===== src/hdl/rivm_pkg.sv =====
// Constants, types and vector layout for the reset and interrupt vector map.
// Assumes a 16-bit program word address space and one system clock.
package rivm_pkg;
    localparam int unsigned RIVM_NUM_SOURCES = 24;
    localparam int unsigned RIVM_IDX_W = 5;
    localparam int unsigned RIVM_ADDR_W = 16;

    // Program word addresses
    localparam logic [15:0] RIVM_RESET_ADDR_DEFAULT = 16'h0000;
    localparam logic [15:0] RIVM_FIRST_VECTOR_ADDR = 16'h0002;
    localparam logic [15:0] RIVM_LAST_VECTOR_ADDR = 16'h0030;
    localparam logic [15:0] RIVM_BOOT_START_RESET = 16'h0000;

    // Vector number of the reset entry; source index i has vector i + 2
    localparam logic [4:0] RIVM_RESET_VECTOR_NUM = 5'h01;
    localparam logic [4:0] RIVM_FIRST_IRQ_VECTOR_NUM = 5'h02;

    // Boot-entry fuse encoding
    localparam logic RIVM_FUSE_PROGRAMMED = 1'b0;
    localparam logic RIVM_FUSE_UNPROGRAMMED = 1'b1;

    // Source indices (request bit positions), lowest index is highest priority
    localparam int unsigned RIVM_SRC_EXT_REQ_ZERO = 0;
    localparam int unsigned RIVM_SRC_PIN_CHANGE_A = 1;
    localparam int unsigned RIVM_SRC_PIN_CHANGE_B = 2;
    localparam int unsigned RIVM_SRC_TIMER2_COMP = 3;
    localparam int unsigned RIVM_SRC_TIMER2_OVF = 4;
    localparam int unsigned RIVM_SRC_TIMER1_CAPT = 5;
    localparam int unsigned RIVM_SRC_TIMER1_COMPA = 6;
    localparam int unsigned RIVM_SRC_TIMER1_COMPB = 7;
    localparam int unsigned RIVM_SRC_TIMER1_OVF = 8;
    localparam int unsigned RIVM_SRC_TIMER0_COMP = 9;
    localparam int unsigned RIVM_SRC_TIMER0_OVF = 10;
    localparam int unsigned RIVM_SRC_SPI_DONE = 11;
    localparam int unsigned RIVM_SRC_USART_RX = 12;
    localparam int unsigned RIVM_SRC_USART_EMPTY = 13;
    localparam int unsigned RIVM_SRC_USART_TX = 14;
    localparam int unsigned RIVM_SRC_USI_START = 15;
    localparam int unsigned RIVM_SRC_USI_OVF = 16;
    localparam int unsigned RIVM_SRC_ANALOG_COMP = 17;
    localparam int unsigned RIVM_SRC_ADC_DONE = 18;
    localparam int unsigned RIVM_SRC_EEPROM_READY = 19;
    localparam int unsigned RIVM_SRC_SPM_READY = 20;
    localparam int unsigned RIVM_SRC_LCD_FRAME = 21;
    localparam int unsigned RIVM_SRC_PIN_CHANGE_C = 22;
    localparam int unsigned RIVM_SRC_PIN_CHANGE_D = 23;

    // Sources that exist only in the larger pin-count variant
    localparam logic [23:0] RIVM_LARGE_ONLY_MASK = 24'hC00000;

    typedef enum logic [1:0] {
        RIVM_ST_CAPTURE = 2'b00,
        RIVM_ST_RESET_ENTRY = 2'b01,
        RIVM_ST_IDLE = 2'b10,
        RIVM_ST_PRESENT = 2'b11
    } rivm_state_t;

    typedef struct packed {
        logic [4:0] num;
        logic [15:0] addr;
    } rivm_vector_t;
endpackage


===== src/hdl/rivm_top.sv =====
// Reset entry and interrupt vector address generator for the processor core.
// Assumes requests, enables, relocate bit and acknowledge come from logic on
// clk_sys; the boot fuse and boot section start are static straps.
//
// Notes on behaviour
// Reset entry is word 0x0000 after a reset with the fuse unprogrammed.
// Vectors two words apart from 0x0002.
// Timer vectors fill 0x0008 to 0x0016.
// Serial vectors fill 0x0018 to 0x0022.
// Remaining vectors fill 0x0024 to 0x0030.
// Pin-change c and d only in large variant.
// Programmed fuse moves reset entry to boot start.
// Relocate bit adds boot start to vectors.
// Four fuse and relocate combinations as tabled.
// Unenabled vector slots are never fetched as vectors.
// Fuse value 1 unprogrammed, 0 programmed.
// Lowest pending vector number wins.
`timescale 1ns/1ps
`default_nettype none
module rivm_top #(
    parameter bit LARGE_VARIANT = 1'b1
) (
    input wire logic clk_sys,
    input wire logic rst,
    input wire logic boot_entry_fuse,
    input wire logic [rivm_pkg::RIVM_ADDR_W-1:0] boot_section_start,
    input wire logic vector_table_relocate,
    input wire logic global_irq_enable,
    input wire logic [rivm_pkg::RIVM_NUM_SOURCES-1:0] irq_request,
    input wire logic [rivm_pkg::RIVM_NUM_SOURCES-1:0] irq_enable,
    input wire logic vector_ack,
    output logic reset_entry_valid,
    output logic [rivm_pkg::RIVM_ADDR_W-1:0] reset_entry_addr,
    output logic vector_valid,
    output rivm_pkg::rivm_vector_t vector_out,
    output logic [rivm_pkg::RIVM_NUM_SOURCES-1:0] source_ack
);
    import rivm_pkg::*;

    rivm_state_t state;
    rivm_state_t next_state;

    logic fuse_latched;
    logic [RIVM_ADDR_W-1:0] boot_start;
    logic [RIVM_NUM_SOURCES-1:0] variant_mask;
    logic [RIVM_NUM_SOURCES-1:0] candidates;
    logic cand_found;
    logic [RIVM_IDX_W-1:0] cand_idx;
    logic [RIVM_ADDR_W-1:0] base_addr;
    logic [RIVM_ADDR_W-1:0] next_vector_addr;
    logic [4:0] next_vector_num;
    logic [RIVM_ADDR_W-1:0] next_reset_addr;
    logic start_present;
    logic take_ack;

    // Absent sources of the small variant can never be raised
    assign variant_mask = LARGE_VARIANT ? '1 : ~RIVM_LARGE_ONLY_MASK;

    // Only enabled requests are candidates; a source just acknowledged is
    // masked for one cycle while its own flag clears
    assign candidates = irq_request & irq_enable & variant_mask & ~source_ack;

    rivm_prio_enc u_prio_enc (
        .req(candidates),
        .found(cand_found),
        .idx(cand_idx)
    );

    // Table base is two words per source, starting at the first vector
    assign base_addr = RIVM_FIRST_VECTOR_ADDR + {10'h000, cand_idx, 1'b0};

    always_comb begin
        next_vector_addr = base_addr;
        if (vector_table_relocate) begin
            next_vector_addr = base_addr + boot_start;
        end
    end

    assign next_vector_num = RIVM_FIRST_IRQ_VECTOR_NUM + {1'b0, cand_idx[3:0]} +
                             {cand_idx[4], 4'h0};

    always_comb begin
        next_reset_addr = RIVM_RESET_ADDR_DEFAULT;
        if (fuse_latched == RIVM_FUSE_PROGRAMMED) begin
            next_reset_addr = boot_start;
        end
    end

    assign start_present = (state == RIVM_ST_IDLE) && global_irq_enable && cand_found;
    assign take_ack = (state == RIVM_ST_PRESENT) && vector_ack;

    always_comb begin
        next_state = state;
        case (state)
            RIVM_ST_CAPTURE: begin
                next_state = RIVM_ST_RESET_ENTRY;
            end
            RIVM_ST_RESET_ENTRY: begin
                next_state = RIVM_ST_IDLE;
            end
            RIVM_ST_IDLE: begin
                if (start_present) begin
                    next_state = RIVM_ST_PRESENT;
                end
            end
            RIVM_ST_PRESENT: begin
                if (vector_ack) begin
                    next_state = RIVM_ST_IDLE;
                end
            end
            default: begin
                next_state = RIVM_ST_CAPTURE;
            end
        endcase
    end

    always_ff @(posedge clk_sys or posedge rst) begin
        if (rst) begin
            state <= RIVM_ST_CAPTURE;
        end else begin
            state <= next_state;
        end
    end

    // Straps are caught on the first edge after reset release
    always_ff @(posedge clk_sys or posedge rst) begin
        if (rst) begin
            fuse_latched <= RIVM_FUSE_UNPROGRAMMED;
            boot_start <= RIVM_BOOT_START_RESET;
        end else if (state == RIVM_ST_CAPTURE) begin
            fuse_latched <= boot_entry_fuse;
            boot_start <= boot_section_start;
        end
    end

    // One-cycle reset entry announcement; address then stays stable
    always_ff @(posedge clk_sys or posedge rst) begin
        if (rst) begin
            reset_entry_valid <= 1'b0;
            reset_entry_addr <= RIVM_RESET_ADDR_DEFAULT;
        end else begin
            reset_entry_valid <= (state == RIVM_ST_RESET_ENTRY);
            if (state == RIVM_ST_RESET_ENTRY) begin
                reset_entry_addr <= next_reset_addr;
            end
        end
    end

    // Vector is frozen while presented so a late higher request waits
    always_ff @(posedge clk_sys or posedge rst) begin
        if (rst) begin
            vector_valid <= 1'b0;
            vector_out <= '0;
        end else if (start_present) begin
            vector_valid <= 1'b1;
            vector_out.num <= next_vector_num;
            vector_out.addr <= next_vector_addr;
        end else if (take_ack) begin
            vector_valid <= 1'b0;
        end
    end

    // Acknowledge pulse to the source whose vector was taken
    always_ff @(posedge clk_sys or posedge rst) begin
        if (rst) begin
            source_ack <= '0;
        end else begin
            source_ack <= '0;
            if (take_ack) begin
                source_ack[vector_out.num - RIVM_FIRST_IRQ_VECTOR_NUM] <= 1'b1;
            end
        end
    end
endmodule // rivm_top
`default_nettype wire


===== src/hdl/rivm_prio_enc.sv =====
// Fixed-priority encoder: finds the lowest set request bit.
// Purely combinational; the caller registers the result.
`timescale 1ns/1ps
`default_nettype none
module rivm_prio_enc (
    input wire logic [rivm_pkg::RIVM_NUM_SOURCES-1:0] req,
    output logic found,
    output logic [rivm_pkg::RIVM_IDX_W-1:0] idx
);
    import rivm_pkg::*;

    logic [RIVM_NUM_SOURCES:0] lower_any;
    logic [RIVM_IDX_W-1:0] partial [RIVM_NUM_SOURCES+1];

    assign lower_any[0] = 1'b0;
    assign partial[0] = '0;

    genvar i;
    generate
        for (i = 0; i < RIVM_NUM_SOURCES; i = i + 1) begin : g_bit
            logic hit;
            assign hit = req[i] & ~lower_any[i];
            assign lower_any[i+1] = lower_any[i] | req[i];
            assign partial[i+1] = partial[i] | (hit ? RIVM_IDX_W'(i) : '0);
        end
    endgenerate

    assign found = lower_any[RIVM_NUM_SOURCES];
    assign idx = partial[RIVM_NUM_SOURCES];
endmodule // rivm_prio_enc
`default_nettype wire


===== config.mk =====
export PLATFORM = sky130hd
export DESIGN_NAME = rivm_top
export DESIGN_NICKNAME = d
export VERILOG_FILES = /design/src/hdl/rivm_pkg.sv /design/src/hdl/rivm_top.sv /design/src/hdl/rivm_prio_enc.sv
export SDC_FILE = /design/constraint.sdc
export NUM_CORES = 1
export LEC_CHECK = 0
export BUFFER_PORTS_ARGS = -buffer_cell sky130_fd_sc_hd__buf_4
export CELL_PAD_IN_SITES_DETAIL_PLACEMENT = 1
export CELL_PAD_IN_SITES_GLOBAL_PLACEMENT = 1
export CORE_MARGIN = 2
export CORE_UTILIZATION = 38
export DETAILED_ROUTE_END_ITERATION = 10
export PLACE_DENSITY = 0.89
export SLEW_MARGIN = 20
export SYNTH_ARGS = -nofsm -noshare
export SYNTH_HDL_FRONTEND = slang
export SYNTH_SLANG_ARGS = --single-unit

===== constraint.sdc =====
create_clock -name clk_sys -period 4.4 [get_ports clk_sys]
set_input_delay 0.22 -clock clk_sys [delete_from_list [all_inputs] [get_ports clk_sys]]
set_output_delay 0.22 -clock clk_sys [all_outputs]
set_load 0.03 [all_outputs]

==> Yosys cells after proc, flatten, opt, wreduce, memory -nomap -nowiden <==
Cells that the tools add are included.
{ "totals": {"reg_bits": 82, "latch_bits": 0, "mem_bits_rw": 0, "rom_bits": 0, "out_inout_bits": 63, "wordCells": 155, "memories": 0} }
{ "classes": {"n_addsub": 5, "multipliers": 0, "n_div": 0, "magnitude_cmp": 2, "eq_ne": 5, "shift": 0, "muxes": 33, "bitwise_logic": 94, "reduce_logical": 7} }
{ "ops": {"columns": ["operator", "count"], "rows": [
  ["$or A5 B5 Y5", 22],
  ["$and A24 B24 Y24", 2],
  ["$mux W5", 8],
  ["$mux W16", 2],
  ["$mux W4", 8],
  ["$mux W24", 1],
  ["$not A24 Y24", 1],
  ["$and A1 B1 Y1", 23],
  ["$not A1 Y1", 23],
  ["$or A1 B1 Y1", 23],
  ["$add A7 B16 Y16", 1],
  ["$mux W3", 4],
  ["$mux W2", 4],
  ["$pmux W2 S4", 1],
  ["$add A2 B6 Y7 const A", 1],
  ["$lt A5 B6 Y1 const B", 1],
  ["$add A2 B4 Y5 const A", 1],
  ["$add A5 B5 Y5", 1],
  ["$demux W1 S5", 1],
  ["$ge A5 B1 Y1 const B", 1],
  ["$sub A5 B2 Y5 const B", 1],
  ["$eq A2 B2 Y1 const B", 2],
  ["$logic_and A1 B1 Y1", 4],
  ["$mux W1", 4],
  ["5 further kinds", 6]
]} }

==> Longest topological paths before layout <==
{ "logic_depth": {"ltp_word": 31, "depth_mapped": 16} }

==> Modules after synthesis <==
A second synthesis with hierarchy kept.
{ "hier_totals": {"hier_cells": 450, "area_unflattened_um2": 4113.9} }
{ "modules_own_cells": {"columns": ["module", "instances", "cells_per_inst", "area_each_um2"], "rows": [
  ["rivm_top", 1, 402, 3826.2],
  ["rivm_prio_enc", 1, 48, 287.8]
]} }

==> Worst setup path after synthesis <==
No wires, ideal clock.
{ "synth_timing": {"path_type": "register -> register", "start": "register source_ack[6] (netlist bit)", "end": "register vector_out[10] (netlist bit)", "arrival_time_ns": 3.405, "required_ns": 4.272, "setup_slack_ns": 0.867, "stages_incl_launch_ff": 15, "period_less_slack_ns": 3.533, "path_cell_list": "dfrtp_1 and3b_1 o21ba_4 nor4b_4 nand3_1 o22ai_1 ha_1 ha_1 a21o_1 a21o_1 a2111oi_0 nor3_1 nand4_1 xor2_1 o21ai_0"} }
{ "synth_between": {"elab_chain_len": 26, "word_cells_on_any_way": 95} }
{ "synth_rtl": {"columns": ["item", "line", "rtl"], "rows": [
  ["start, declared", "rivm_top.sv:36", "output logic [rivm_pkg::RIVM_NUM_SOURCES-1:0] source_ack"],
  ["start signal, assigned", "rivm_top.sv:166", "source_ack <= '0;"],
  ["start signal, assigned", "rivm_top.sv:168", "source_ack <= '0;"],
  ["start signal, assigned by index", "rivm_top.sv:170", "source_ack[vector_out.num - RIVM_FIRST_IRQ_VECTOR_NUM] <= 1'b1;"],
  ["$not A24 Y24 (*)", "rivm_top.sv:61", "assign candidates = irq_request & irq_enable & variant_mask & ~source_ack;"],
  ["$and A24 B24 Y24 (*)", "rivm_top.sv:61", null],
  ["$or A1 B1 Y1", "rivm_prio_enc.sv:23", "assign lower_any[i+1] = lower_any[i] | req[i];"],
  ["$or A1 B1 Y1 / $not A1 Y1 (equally long branches)", "rivm_prio_enc.sv:23, rivm_prio_enc.sv:22", null],
  ["$or A1 B1 Y1 (tied with other cells) (5 in a row)", "rivm_prio_enc.sv:23", null],
  ["$not A1 Y1 (tied with other cells)", "rivm_prio_enc.sv:22", "assign hit = req[i] & ~lower_any[i];"],
  ["$and A1 B1 Y1 (tied with other cells)", "rivm_prio_enc.sv:22", null],
  ["$mux W4 (tied with other cells)", "rivm_prio_enc.sv:24", "assign partial[i+1] = partial[i] | (hit ? RIVM_IDX_W'(i) : '0);"],
  ["$or A5 B5 Y5 (tied with other cells) (9 in a row)", "rivm_prio_enc.sv:24", null],
  ["$or A5 B5 Y5 / $mux W5 (equally long branches)", "rivm_prio_enc.sv:24", null],
  ["$or A5 B5 Y5", "rivm_prio_enc.sv:24", null],
  ["$add A2 B6 Y7", "rivm_top.sv:70", "assign base_addr = RIVM_FIRST_VECTOR_ADDR + {10'h000, cand_idx, 1'b0};"],
  ["$add A7 B16 Y16", "rivm_top.sv:75", "next_vector_addr = base_addr + boot_start;"],
  ["$mux W16", "rivm_top.sv:74", "if (vector_table_relocate) begin"],
  ["end, declared", "rivm_top.sv:35", "output rivm_pkg::rivm_vector_t vector_out,"]
]} }
Every way passes the cells marked *; elsewhere a longest branch is shown, timed or not.
A chain may end at the register's enable or synchronous reset.

==> Final worst setup path <==
{ "layout_timing": {"start": "register source_ack[6] (netlist bit)", "end": "register vector_out[14] (netlist bit)"} }
The elaborated chain is that of the path after synthesis.

==> flow_summary.ini <==
[sta]
final-max-slew-violation-count = 0
fin_ws_ns = 0.4904
fin_crit_ns = 3.910
relSlewSlack = 0.5925
grt_setup_unrepaired = no
setup_viol_count_final = 0
worst-slew-pin-transition_ns = 0.6113
layout_worst_path_cycle_share = 0.8885
setup_total_negative_slack_ns = 0
achievable-frequency_ghz = 0.2558
timing.clock.skew_ns = 0.01528
final_hold_viol_count = 0

[floorplanning]
initial_core_util = 0.3930
die_height_um = 107.6
core_area_um2 = 10370
ios = 133
fp.dieArea_um2 = 11570
std_cell_rows = 37
fp.dieW_um = 107.6

[worst_setup_path]
worstSetupPathType = flop to flop
critPathRequiredTime_ns = 4.64
cp.arrival_ns = 4.15
crit_fanout = 7
worstSetupStartpointType = flop
endpoint_kind = flop

[grt]
antenna_violations_before_repair = 0
grt_max_degree = 48
wire_length_of_the_first_global_routing_pass_um = 19020
grt_resource_usage_total = 0.2108
overflow = 0
via_count_of_the_first_global_routing_pass = 3811

[synth]
postSynthRegisterBits = 82
synth_enable_flop_cells = 0
synth.cell_area_um2 = 4075
yosysWarnings = 0
syn-instance-count = 404
mappedNetlistNets = 484
synth.yosys.seq_area_share = 0.5038
asyncSetResetFlopFracSynth = 1.000
postSynthAreaPerCell_um2 = 10.09
synthDistinctLibCells = 57
synth-main-ff-cell = sky130_fd_sc_hd__dfrtp_1

[pwr]
power_leakage_nw = 2.668
switching_share = 0.3374
combPwrFrac = 0.255
power_density_cells_nw_per_um2 = 347.6
p_int_mw = 1.248
total_switching_power_mw = 0.6356
max_vdd_drop_mv = 0.1918
clkPwrFrac = 0.305
pwr-share-seq = 0.440

[route]
route.top_layer_used = met4
wire_length_on_met2_um = 6169
wl_met1_um = 4410
avgViaCountPerCell = 5.230
postRouteAntennaNets = 0
drt_drc_violations_left = 0
drt_wirelength_um = 11710
detail_route.first_pass.iterations = 4
first_iter_violations = 166
num_vias = 3551
met3RoutedLength_um = 972
wire_per_inst_um = 17.24

[cells_and_area]
area_delta_synth_final_pct = 33.01
diodes = 0
design.final.nets = 618
final_core_util = 0.5227
drive_above_1_share = 0.3389
fillers = 1231

[clock_network]
clkSlewWorstSetupHoldPaths_ns = 0.09
cts.repair_timing.setup_buffer_count = 0
cts_buffers = 9
clock_latency_ns = 0.36
hold_buffers = 1
clock_net_sink_count = 82
cts_repair_resize_count = 0
cts-htree-levels = 3
clock_path_buffers = 2
clock_tree_from_tritoncts = yes
root_buffer_cell = sky130_fd_sc_hd__clkbuf_8

[job]
drv.max_cap_violation_count = 0

[worst_hold_path]
hold_path_class = primary input to flop

[placed_design]
detailed_place_hpwl_um = 9172
gp_congestion = 0.8246
portBuffers = 132
dpl_worst_slack_ns = 0.5138

[status]
outcome = completed
[synthesized netlist by cell type, types with 2 or more instances]
master                      count  area [um^2]
sky130_fd_sc_hd__dfrtp_1       81         2027
sky130_fd_sc_hd__nand2_1       55        206.5
sky130_fd_sc_hd__nor2_1        39        146.4
sky130_fd_sc_hd__o21ai_0       33        165.2
sky130_fd_sc_hd__nand2b_1      21        131.4
sky130_fd_sc_hd__mux2_2        17        191.4
sky130_fd_sc_hd__nand3b_1      16        120.1
sky130_fd_sc_hd__inv_1         11        41.29
sky130_fd_sc_hd__nand3_1       10        50.05
sky130_fd_sc_hd__xor2_1        10        87.58
sky130_fd_sc_hd__ha_1           9        112.6
sky130_fd_sc_hd__clkbuf_1       8        30.03
sky130_fd_sc_hd__xnor2_1        8        70.07
sky130_fd_sc_hd__a21oi_1        7        35.03
sky130_fd_sc_hd__o31ai_1        6        45.04
sky130_fd_sc_hd__a21o_1         4        30.03
sky130_fd_sc_hd__and3b_1        4        35.03
sky130_fd_sc_hd__nand4_1        4        25.02
sky130_fd_sc_hd__nor3_1         4        20.02
sky130_fd_sc_hd__or3_1          4        25.02
sky130_fd_sc_hd__buf_2          3        15.01
sky130_fd_sc_hd__nor2b_1        3        18.77
sky130_fd_sc_hd__o21a_1         3        22.52
sky130_fd_sc_hd__o21bai_1       3        22.52
sky130_fd_sc_hd__a2111oi_0      2        17.52
sky130_fd_sc_hd__a31o_2         2        17.52
sky130_fd_sc_hd__a31oi_1        2        12.51
sky130_fd_sc_hd__a41oi_1        2        17.52
sky130_fd_sc_hd__and3_1         2        12.51
sky130_fd_sc_hd__nor4b_4        2        47.55
sky130_fd_sc_hd__o211ai_1       2        15.01
sky130_fd_sc_hd__o21ai_1        2        10.01
[layout by cell type, fill, tap and decap left out, types with 6 or more instances in the layout]
cell | netlist | final
sky130_fd_sc_hd__buf_4 | 0 | 134
sky130_fd_sc_hd__dfrtp_1 | 81 | 81
sky130_fd_sc_hd__nand2_1 | 55 | 55
sky130_fd_sc_hd__nor2_1 | 39 | 39
sky130_fd_sc_hd__o21ai_0 | 33 | 33
sky130_fd_sc_hd__nand2b_1 | 21 | 20
sky130_fd_sc_hd__mux2_2 | 17 | 17
sky130_fd_sc_hd__nand3b_1 | 16 | 16
sky130_fd_sc_hd__nand3_1 | 10 | 10
sky130_fd_sc_hd__inv_1 | 11 | 10
sky130_fd_sc_hd__xor2_1 | 10 | 10
sky130_fd_sc_hd__ha_1 | 9 | 9
sky130_fd_sc_hd__clkbuf_8 | 0 | 9
sky130_fd_sc_hd__xnor2_1 | 8 | 8
sky130_fd_sc_hd__a21oi_1 | 7 | 7
sky130_fd_sc_hd__o31ai_1 | 6 | 6
[sequential cells by signal, indices dropped and copies added, names as in the netlist]
signal	flops
reset_entry_addr	16
vector_valid	1
state	2
boot_start	16
fuse_latched	1
vector_out	21
reset_entry_valid	1
source_ack	24
[power by group through the flow]
stage / sequential [mW] / clock (mW) / combinational (mW)
3_3_place_gp: 0.842 / 0 / 0.464
6_report: 0.829 / 0.575 / 0.480
5_1_grt: 0.835 / 0.622 / 0.527
2_1_floorplan: 0.915 / 0 / 0.221
4_1_cts: 0.829 / 0.585 / 0.486
3_5_place_dp: 0.844 / 0 / 0.483
[layer usage]
layer / vias to the layer above / track usage
li1: 1665 / -
met1: 1744 / 0.2351
met2: 127 / 0.3926
met3: 15 / 0.06174
met4: 0 / 0.04853
met5: - / 0
[kinds of logic (layout without fill, tap and decap cells)]
group / Yosys count / after routing / synth area share
xor+xnor: 18 / 18 / 0.03869
fa+ha+maj: 10 / 10 / 0.03255
simple gates: 173 / 173 / 0.2232
mux: 18 / 18 / 0.04943
other cells: 1 / 1 / 0.0009202
compound gates: 79 / 79 / 0.1293
buf+inv: 23 / 162 / 0.02210
flops: 82 / 82 / 0.5038
[per-stage QoR]
stage	total power, mW	std cells	hold slack [ns]	cell area, um^2
2_1_floorplan	1.136	404	0.3161	4075
3_5_place_dp	1.327	662	0.3208	5204
5_1_grt	1.984	679	0.06462	5420
4_1_cts	1.900	679	0.05442	5418
3_3_place_gp	1.307	662	0.3081	5204
6_report	1.884	679	0.06714	5420
[worst max-delay path, stage by stage (launching register included)]
cell                        delay (ns)
sky130_fd_sc_hd__dfrtp_1          0.35
sky130_fd_sc_hd__and3b_1          0.20
sky130_fd_sc_hd__o21ba_4          0.24
sky130_fd_sc_hd__nor4b_4          0.44
sky130_fd_sc_hd__nand3_1          0.21
sky130_fd_sc_hd__o22ai_1          0.29
sky130_fd_sc_hd__ha_1             0.34
sky130_fd_sc_hd__ha_1             0.29
sky130_fd_sc_hd__a21o_1           0.18
sky130_fd_sc_hd__a21o_1           0.21
sky130_fd_sc_hd__a2111oi_0        0.44
sky130_fd_sc_hd__nor3_1           0.18
sky130_fd_sc_hd__nand4_1          0.15
sky130_fd_sc_hd__xor2_1           0.18
sky130_fd_sc_hd__o21ai_0          0.10
[path summary, 6_finish.rpt]
| path | start | end | slack (ns) | cells after the start |
|---|---|---|---|---|
| hold / removal | global_irq_enable | vector_out[20] | 0.07 | 2 |
| hold reg to reg | vector_out[2] | vector_out[2] | 0.49 | 2 |
| max in group asynchronous | rst | vector_out[0] | 2.91 | 4 |
| setup / recovery | source_ack[6] | vector_out[14] | 0.49 | 14 |
| setup reg to reg | source_ack[6] | vector_out[14] | 0.49 | 14 |
| min in group asynchronous | rst | source_ack[22] | 0.46 | 3 |
[cell type report]
class	instances	area (um^2)	area share
Inverter	11	42.54	0.007849
Multi-Input combinational cell	299	1934	0.3569
Clock buffer	9	123.9	0.02285
Clock inverter	7	80.08	0.01477
Sequential cell	82	2053	0.3788
Tap cell	136	170.2	0.03139
Timing Repair Buffer	135	1016	0.1874
Note: power is estimated with default switching activity, not from simulation.
